--- src/rwd_pkg.sv ---
// Constants shared by the reset and wake distribution block
package rwd_pkg;
  localparam int NUM_SRC = 11;
  // Reset source indices
  localparam int SRC_POR    = 0;
  localparam int SRC_LVR    = 1;
  localparam int SRC_PIN    = 2;
  localparam int SRC_WATCHDOG_RESET   = 3;
  localparam int SRC_CLKLS  = 4;
  localparam int SRC_LCKLS  = 5;
  localparam int SRC_STPERR = 6;
  localparam int SRC_SOFT   = 7;
  localparam int SRC_LOCKUP = 8;
  localparam int SRC_DBGPRT = 9;
  localparam int SRC_DEBUG  = 10;
  // Module reset output indices
  localparam int NUM_MOD    = 8;
  localparam int MOD_PWR    = 0;
  localparam int MOD_SYSINT = 1;
  localparam int MOD_MODE   = 2;
  localparam int MOD_RSTCTL = 3;
  localparam int MOD_WATCHDOG_RESET   = 4;
  localparam int MOD_CLKGEN = 5;
  localparam int MOD_LOW_POWER_TIMER  = 6;
  localparam int MOD_OTHER  = 7;
  localparam int SYNC_STAGES = 2;
  localparam logic [NUM_SRC-1:0] CAUSE_RST = 11'h001;
  typedef enum logic [2:0] {RWD_RUN, RWD_WAIT, RWD_VERY_LOW_POWER_WAIT, RWD_PSTOP, RWD_STOP, RWD_VERY_LOW_POWER_STOP} rwd_mode_t;
endpackage

--- src/rwd_rst_sync.sv ---
// Reset stretcher: asynchronous assert, synchronous release
`timescale 1ns/1ps
module rwd_rst_sync #(
  parameter int STAGES = 2
) (
  input  wire logic clk,
  input  wire logic rst_req,
  output logic      rst_out
);
  logic [STAGES-1:0] chain;
  always_ff @(posedge clk or posedge rst_req) begin
    if (rst_req) begin
      chain <= '1;
    end else begin
      chain <= {chain[STAGES-2:0], 1'b0};
    end
  end
  assign rst_out = chain[STAGES-1];
endmodule

--- src/rwd_top.sv ---
// Reset distribution and deep-sleep wake detection
`timescale 1ns/1ps
module rwd_top #(
  parameter int NUM_PIN  = 8,
  parameter int NUM_PERI = 8
) (
  input  wire logic                         clk,
  input  wire logic                         sys_rst,
  input  wire logic                         clk_en,
  input  wire logic                         power_on_reset,
  input  wire logic                         low_voltage_reset,
  input  wire logic                         pin_reset,
  input  wire logic                         watchdog_reset,
  input  wire logic                         clock_loss_reset,
  input  wire logic                         lock_loss_reset,
  input  wire logic                         stop_ack_error_reset,
  input  wire logic                         software_reset,
  input  wire logic                         lockup_reset,
  input  wire logic                         debug_port_reset_request,
  input  wire logic                         debug_reset,
  input  wire rwd_pkg::rwd_mode_t           power_mode,
  input  wire logic [NUM_PIN-1:0]           pin_irq,
  input  wire logic [NUM_PIN-1:0]           pin_irq_en,
  input  wire logic [NUM_PERI-1:0]          peri_wake,
  input  wire logic                         clkgen_wake,
  input  wire logic                         clkgen_on_slow_internal_ref_clock,
  input  wire logic                         nmi_req,
  input  wire logic                         irq_ack,
  output logic [rwd_pkg::NUM_MOD-1:0]       module_rst,
  output logic                              clock_resume_req,
  output logic                              wake_irq_pending,
  output logic [rwd_pkg::NUM_SRC-1:0]       reset_cause
);
  wire [rwd_pkg::NUM_SRC-1:0] src = {debug_reset, debug_port_reset_request, lockup_reset,
                                     software_reset, stop_ack_error_reset, lock_loss_reset,
                                     clock_loss_reset, watchdog_reset, pin_reset,
                                     low_voltage_reset, power_on_reset};
  wire power_rst  = src[rwd_pkg::SRC_POR] | src[rwd_pkg::SRC_LVR];
  wire system_rst = |src[rwd_pkg::SRC_DEBUG:rwd_pkg::SRC_PIN];
  wire any_rst    = power_rst | system_rst | sys_rst;
  // Timer keeps running through system resets; only power resets and sys_rst reset it
  wire [rwd_pkg::NUM_MOD-1:0] mod_req;
  genvar g;
  generate
    for (g = 0; g < rwd_pkg::NUM_MOD; g++) begin : g_map
      if (g == rwd_pkg::MOD_LOW_POWER_TIMER) begin : g_tmr
        assign mod_req[g] = power_rst | sys_rst;
      end else begin : g_all
        assign mod_req[g] = any_rst;
      end
      rwd_rst_sync #(.STAGES(rwd_pkg::SYNC_STAGES)) u_sync (
        .clk     (clk),
        .rst_req (mod_req[g]),
        .rst_out (module_rst[g])
      );
    end
  endgenerate

  // Priority encoder for cause: lowest index wins
  logic [rwd_pkg::NUM_SRC-1:0] cause_onehot;
  always_comb begin
    cause_onehot = '0;
    for (int i = rwd_pkg::NUM_SRC - 1; i >= 0; i--) begin
      if (src[i]) begin
        cause_onehot = '0;
        cause_onehot[i] = 1'b1;
      end
    end
  end
  // Cause register lives in the always-on domain, reset to CAUSE_RST only by sys_rst
  always_ff @(posedge clk or posedge sys_rst) begin
    if (sys_rst) begin
      reset_cause <= rwd_pkg::CAUSE_RST;
    end else if (clk_en && (power_rst || system_rst)) begin
      reset_cause <= cause_onehot;
    end
  end

  // Wake detection
  wire deep_sleep = (power_mode == rwd_pkg::RWD_PSTOP) || (power_mode == rwd_pkg::RWD_STOP) ||
                    (power_mode == rwd_pkg::RWD_VERY_LOW_POWER_STOP);
  wire wait_mode  = (power_mode == rwd_pkg::RWD_WAIT) || (power_mode == rwd_pkg::RWD_VERY_LOW_POWER_WAIT);
  wire pin_wake   = |(pin_irq & pin_irq_en);
  wire clkg_wake  = clkgen_wake && clkgen_on_slow_internal_ref_clock && (power_mode == rwd_pkg::RWD_STOP);
  wire rst_wake   = pin_reset | watchdog_reset | clock_loss_reset | lock_loss_reset;
  wire wake_evt   = pin_wake | clkg_wake | nmi_req | (|peri_wake) | rst_wake;
  // Synchronous capture: event is registered on the clock edge, with clk_en high, in deep sleep
  wire wake_async = deep_sleep && wake_evt;
  logic wake_seen;
  always_ff @(posedge clk or posedge sys_rst) begin
    if (sys_rst) begin
      wake_seen <= 1'b0;
    end else if (clk_en) begin
      wake_seen <= wake_async || (wake_seen && deep_sleep);
    end
  end
  always_ff @(posedge clk or posedge sys_rst) begin
    if (sys_rst) begin
      clock_resume_req <= 1'b0;
    end else if (clk_en) begin
      clock_resume_req <= wake_async || (wake_seen && deep_sleep);
    end
  end
  // Pending stays until interrupt controller takes it; set wins over ack
  always_ff @(posedge clk or posedge sys_rst) begin
    if (sys_rst) begin
      wake_irq_pending <= 1'b0;
    end else if (clk_en) begin
      wake_irq_pending <= wake_seen || (wake_irq_pending && !irq_ack);
    end
  end
endmodule

--- config.mk ---
export PLATFORM = sky130hd
export DESIGN_NAME = rwd_top
export DESIGN_NICKNAME = d
export VERILOG_FILES = /design/src/rwd_pkg.sv /design/src/rwd_rst_sync.sv /design/src/rwd_top.sv
export SDC_FILE = /design/constraint.sdc
export NUM_CORES = 1
export LEC_CHECK = 0
export BUFFER_PORTS_ARGS = -buffer_cell sky130_fd_sc_hd__buf_2
export CORE_ASPECT_RATIO = 0.75
export CORE_UTILIZATION = 40
export DETAILED_ROUTE_END_ITERATION = 6
export GPL_TIMING_DRIVEN = 0
export HOLD_SLACK_MARGIN = 0.05
export PLACE_DENSITY = 0.8
export SYNTH_ARGS = -nofsm -noshare
export SYNTH_HDL_FRONTEND = slang
export SYNTH_HIERARCHICAL = 1
export SYNTH_SLANG_ARGS = --single-unit
--- constraint.sdc ---
create_clock -name clk -period 0.95 [get_ports clk]
set_input_delay 0.1425 -clock clk [delete_from_list [all_inputs] [get_ports clk]]
set_output_delay 0.1425 -clock clk [all_outputs]
set_load 0.05 [all_outputs]
==> summary.txt, run 1 <==
STA
  – Final Hold Fails: 12
  – Final Slew Violations: 0
  – Min Tclk post-route: about 1100 ps
  – Worst-margin pin slew: 557 ps
  – Final period util: 1.18
  – RSZ-0062 raised after global routing: yes
  – Slew HR: 0.629
  – Fmax: between 0.8 and 0.9 GHz
  – Setup_tns: -2860 ps
  – Hold slack: -74.2 ps
  – Final setup vio count: 32
  – Final WS setup: -168 ps
  – Setup Skew: around 3.5 ps

Place
  – Detail Placement HPWL: 2.20 mm
  – IO buf count: 64
  – Cell count after placement: just over 200
  – Pre-CTS setup slack: -694 ps
  – GPL Wtd Cong: roughly 0.7

Synth
  – FF+latch count, synth: 29
  – Asr flop ratio synth: 1.00
  – Avg Inst Size Synth: 11.6 µm²
  – Post-synth top area cell: dfstp_2
  – Main synth FF type: dfstp_2
  – Yosys cell types: 30
  – Post-Syn Nets: about 150
  – Cells after synthesis: 102
  – Leading post-synthesis cells by cell area: dfstp_2 (38%), dfrtp_1 (25%), inv_1 (3.2%)
  – Synth Cell Area: about 1200 µm²
  – Register area share after synthesis: 0.630
  – Top-area cell type share of the netlist area: 0.377
  – Synth warn: 6
  – Post-synth EDFFs: 0

Clock network
  – H-tree depth: 2
  – CTS root buf: clkbuf_8
  – TritonCTS clock tree: done
  – Worst skew pair latency: ~270 ps
  – Clock-pin slew on the worst setup and hold paths: 60 ps
  – CTS Buf Count: 5
  – Clk buf depth: 2
  – Clock net sink count: 29

Pwr
  – Pleak: 1.02 nW
  – Switching Power: about 0.80 mW
  – Sequential Power Share: 0.472
  – Sw Ratio: 0.278
  – PD cells: approximately 1400 nW/µm²
  – Pint: about 2.1 mW
  – Clock network fraction of design power: 0.327
  – Logic pwr share: 0.202
  – Maximum vdd drop: between 900 and 1000 µV

Setup path
  – Crit path DAT: between 1000 and 1500 ps
  – Slowest CP cell: nor4_4
  – Most frequent CP cell: buf_6
  – WP data required: 1150 ps
  – Max FO, Critical Path: 4
  – Critical path's largest stage delay: approximately 310 ps
  – R2R depth: 4
  – R2R Setup Slk: -40 ps
  – Crit Reg-Reg Endpoint: clock_resume_req$_DFFE_PP0P_
  – Crit path launch type: input pin
  – Sequence of cells on the critical path: buf_6 > nor4_4 > nand3_2 > buf_6 > buf_6 > o31ai_2 > o2bb2ai_1
  – Crit Path Category: input pin to register
  – R2R Path Start: clock_resume_req$_DFFE_PP0P_
  – Element type at the critical path end: register

Global routing
  – Remaining global-route overflow: 0
  – Largest net degree at the start of global routing: 15
  – Number of global-route vias before repair: roughly 1,100
  – Number of antenna violations at the first check in global routing: 0
  – M1 GR Usage: 0.239
  – GRT met2 Usage: 0.375
  – First-pass GRT wire length: just over 5 mm
  – M3 GR Usage: 0.0701
  – GRT Overall Usage: 0.215
  – GR peak layer: met2

Worst hold path
  – Worst Hold Class: input pin to asynchronous set/reset pin

Routing
  – DRT iter0 DRCs: 28
  – DR DRC count: 0
  – Routed wire length: between 3 and 4 mm
  – DRT antenna net count: 0
  – Vias per cell: ~4.8
  – Avg WL per Cell: between 10 and 15 µm
  – Via count: about 1,100
  – Initial DRT Pass Iterations: 4

Job
  – Max-cap viol count: 0

Floorplan
  – Initial Util: 0.439
  – Area of the die: about 3200 µm²
  – Die Y-Extent: roughly 50 µm
  – Die X: 64.9 µm
  – I/O pin cnt: 66
  – # rows: 16
  – Core area: roughly 2700 µm²

Layout
  – N_diodes: 0
  – Layout cells sized above 1: 0.676
  – Filler cells: 184
  – Finished Layout Cells: 224
  – Area Growth Syn to Fin: 69.5%
  – Layout Nets: about 230

Run status
  – Failing checks: hold timing, setup timing
  – Status: finished with violations
## cells in the final DEF (no fill, tap or decap), types with 5 or more instances in the layout
| cell | Yosys | routed |
|---|---|---|
| dfrtp_1 | 12 | 11 |
| buf_8 | 0 | 10 |
| buf_2 | 0 | 40 |
| buf_6 | 0 | 17 |
| nand2_1 | 8 | 7 |
| conb_1 | 8 | 8 |
| inv_2 | 0 | 7 |
| buf_4 | 0 | 11 |
| dfstp_2 | 17 | 17 |
| clkbuf_8 | 0 | 5 |
## final cells by class
class	count	area, µm²	area share
Buffer	2	8.76	0.00436
Clock buffer	6	72.6	0.0361
Multi-Input combinational cell	61	464	0.231
Clock inverter	2	10.0	0.00498
Sequential cell	29	748	0.372
Tap cell	36	45.0	0.0224
Timing Repair Buffer	78	624	0.311
Inverter	10	37.5	0.0187
## worst max-delay path: cells and delay by family
| family | cells | cell delay, ps |
|---|---|---|
| buffers and inverters | 3 | 370 |
| and+or+nand+nor | 2 | 470 |
| AOI/OAI and AO/OA | 2 | 320 |
## timing repair
action,in CTS,in global routing
resized for setup,62,20
hold endpoints to repair,12,12
buffers inserted,11,3
endpoints found under the setup margin,33,47
pin swaps,10,9
## state kept, by name (all words and copies together), names as in the netlist
register            flops
g_map.u_sync/chain     16
reset_cause            11
clock_resume_req        1
wake_irq_pending        1
## synthesized netlist by cell type, types with 3 or more instances
cell type and n:
a22o_1 4, conb_1 8, dfrtp_1 12, dfstp_2 17, inv_1 10, nand2_1 8, nand3_1 4, nor2_1 6
nor3_1 3, o2bb2ai_1 4
## worst max-delay path by stage
stage,startpoint,slack [ps],end,cells past startpoint
after floorplan,lock_loss_reset,-290,reset_cause[5]$_DFFE_PP0P_,4
after global placement,lock_loss_reset,-630,reset_cause[6]$_DFFE_PP0P_,5
after detailed placement,lock_loss_reset,-690,reset_cause[6]$_DFFE_PP0P_,5
after CTS,pin_reset,-180,reset_cause[7]$_DFFE_PP0P_,6
after global routing,lock_loss_reset,-240,reset_cause[8]$_DFFE_PP0P_,7
final,lock_loss_reset,-170,reset_cause[8]$_DFFE_PP0P_,7
## routing by layer
layer	wire length [µm]	up-vias
li1	-	513
met1	1210	517
met2	1700	36
met3	193	5
met4	41	0
met5	0	-
## logic make-up after synthesis
family | synth area share
buffers and inverters | 0.0380
DFF | 0.630
other | 0.0253
and+or+nand+nor | 0.137
AOI/OAI and AO/OA | 0.170
## power groups by stage
stage / Clock, mW / Combinational [mW] / Sequential (mW)
final: 0.945 / 0.583 / 1.36
after global routing: 1.02 / 0.619 / 1.37
after CTS: 0.979 / 0.551 / 1.36
after detailed placement: 0 / 0.437 / 1.37
after global placement: 0 / 0.426 / 1.37
after floorplan: 0 / 0.0947 / 1.53
## through the flow
step / cell area [µm²] / util / total power [mW]
2_1_floorplan: 1190 / - / 1.62
3_3_place_gp: 1560 / 0.577 / 1.79
3_5_place_dp: 1560 / 0.577 / 1.81
4_1_cts: 1930 / 0.713 / 2.89
5_1_grt: 2010 / 0.744 / 3.01
6_report: 2010 / 0.744 / 2.89
Note: power is estimated with default switching activity, not from simulation.
==> inputs of run 2 (changes only) <==
- CORE_MARGIN: not set -> 5
==> summary.txt, run 2 (synthesis gave the netlist of run 1 again) <==
Setup path
  – WP data required: approximately 810 ps
  – Slowest CP cell: dfstp_2
  – Critical path's largest stage delay: 550 ps
  – Sequence of cells on the critical path: buf_8
  – CP top delay family: flip-flops
  – Crit path launch type: register
  – Max FO, Critical Path: 2
  – Element type at the critical path end: primary output
  – Crit Path Category: register to primary output
  – Crit path DAT: between 900 and 1000 ps
  – Buf/Inv on CP: 1

Layout
  – Filler cells: about 210
  – Layout Nets: approximately 240
  – Area Growth Syn to Fin: 71.4%
  – Fin util: 0.703
  – Commonest cells after routing, fill and taps aside: buf_2 (41), dfstp_2 (17), buf_4 (15)
  – Register area: 748 µm²
  – Design area: about 2000 µm²
  – Layout cells sized above 1: 0.639
  – N_diodes: 0
  – Biggest register: g_map.u_sync/chain
  – Max FFs per register: 16
  – Multi-input combinational cell area: between 400 and 500 µm²
  – Commonest non-fill, non-tap cell in the layout: buf_2
  – Largest registers: g_map.u_sync/chain: 16 flops, reset_cause: 11 flops

STA
  – Final period util: 1.18
  – Worst-margin pin slew: roughly 520 ps
  – Hold slack: -103 ps
  – Final Slew Violations: 0
  – Min Tclk post-route: between 1000 and 1500 ps
  – Final WS setup: -174 ps
  – RSZ-0062 raised after global routing: yes
  – Final Hold Fails: 12
  – Setup Skew: between 7 and 8 ps
  – Final setup vio count: 33
  – Setup_tns: -2640 ps
  – Slew HR: 0.655
  – Fmax: 0.890 GHz

Routing
  – DR DRC count: 0
  – DRT iter0 DRCs: 33
  – Avg WL per Cell: ~15 µm
  – DRT antenna net count: 0
  – Routed wire length: around 3.5 mm
  – Via count: around 1,100
  – Vias per cell: around 4.8
  – Initial DRT Pass Iterations: 4

Floorplan
  – Core area: approximately 2900 µm²
  – Initial Util: 0.410
  – I/O pin cnt: 66
  – Area of the die: 4170 µm²
  – Die Y-Extent: ~57 µm
  – Die X: 72.9 µm
  – # rows: 17

Place
  – GPL Wtd Cong: 0.830
  – Detail Placement HPWL: between 2 and 2.5 mm
  – IO buf count: 64
  – Pre-CTS setup slack: -662 ps
  – Area after DPL: approximately 1600 µm²

Global routing
  – Remaining global-route overflow: 0
  – Number of global-route vias before repair: around 1,200
  – GRT met2 Usage: 0.310
  – M3 GR Usage: 0.0669
  – First-pass GRT wire length: roughly 5.4 mm
  – Number of antenna violations at the first check in global routing: 0
  – M1 GR Usage: 0.189
  – GR peak layer: met2
  – GRT Overall Usage: 0.174
  – Largest net degree at the start of global routing: 15

Clock network
  – Worst skew pair latency: between 200 and 300 ps
  – Clock net sink count: 29
  – Clk buf depth: 2
  – CTS Buf Count: 5
  – Clock-pin slew on the worst setup and hold paths: roughly 60 ps
  – H-tree depth: 2
  – CTS root buf: clkbuf_8
  – TritonCTS clock tree: done

Pwr
  – Logic pwr share: 0.198
  – Pint: between 2 and 2.5 mW
  – Pleak: 1.03 nW
  – Maximum vdd drop: between 1000 and 1500 µV
  – Clock network fraction of design power: 0.342
  – Switching Power: 0.799 mW
  – PD cells: ~1500 nW/µm²
  – Sequential Power Share: 0.460
  – Sw Ratio: 0.269

Run status
  – Status: finished with violations
  – Failing checks: hold timing, setup timing

Worst hold path
  – Worst Hold Class: input pin to asynchronous set/reset pin

Job
  – Max-cap viol count: 0
run 2: what timing repair did:
item	in CTS	in global routing
endpoints found under the hold margin	12	12
gates resized for setup	65	8
setup buffers	11	6
pin swaps	11	7
setup endpoints to repair	33	33
run 2: power by group through the flow:
stage               Combinational, mW  Clock (mW)  Sequential (mW)
global route                    0.623        1.11             1.37
global placement                0.427           0             1.37
detailed placement              0.440           0             1.37
floorplan                      0.0947           0             1.53
finish                          0.589        1.02             1.37
CTS                             0.567        1.03             1.37
run 2: cell type report:
cell class | count | share of cell area
flip-flops and latches | 29 | 0.368
repair buffers | 81 | 0.315
multi-input cells | 61 | 0.226
clock buffers | 8 | 0.0443
well taps | 38 | 0.0234
inverters | 10 | 0.0185
plain buffers | 2 | 0.00492
run 2: final timing paths:
kind                                                     from                                  to  slack [ps]  depth (start not counted)
max in group asynchronous                    clock_loss_reset  g_map[3].u_sync/chain[0]$_DFF_PP1_          50                          8
min in group clk                               power_on_reset          reset_cause[1]$_DFFE_PP0P_          90                          2
hold / removal                                        sys_rst         reset_cause[10]$_DFFE_PP0P_        -100                          2
setup reg to reg                 clock_resume_req$_DFFE_PP0P_        clock_resume_req$_DFFE_PP0P_         -90                          4
hold reg to reg            g_map[5].u_sync/chain[0]$_DFF_PP1_  g_map[5].u_sync/chain[1]$_DFF_PP1_         340                          0
setup / recovery                   reset_cause[0]$_DFFE_PP1P_                      reset_cause[0]        -170                          1
run 2: per-stage QoR:
step | hold WS, ps | power (mW) | instances
2_1_floorplan | 26.7 | 1.62 | 102
3_3_place_gp | 203 | 1.79 | 204
3_5_place_dp | 216 | 1.81 | 204
4_1_cts | -91.4 | 2.97 | 223
5_1_grt | -54.0 | 3.11 | 229
6_report | -103 | 2.97 | 229
run 2: layer usage:
layer / wire (µm) / part of all wire / vias up
met2: 1930 / 0.55 / 30
li1: - / - / 525
met3: 211 / 0.060 / 7
met5: 0 / 0 / -
met1: 1310 / 0.37 / 537
met4: 63 / 0.018 / 0
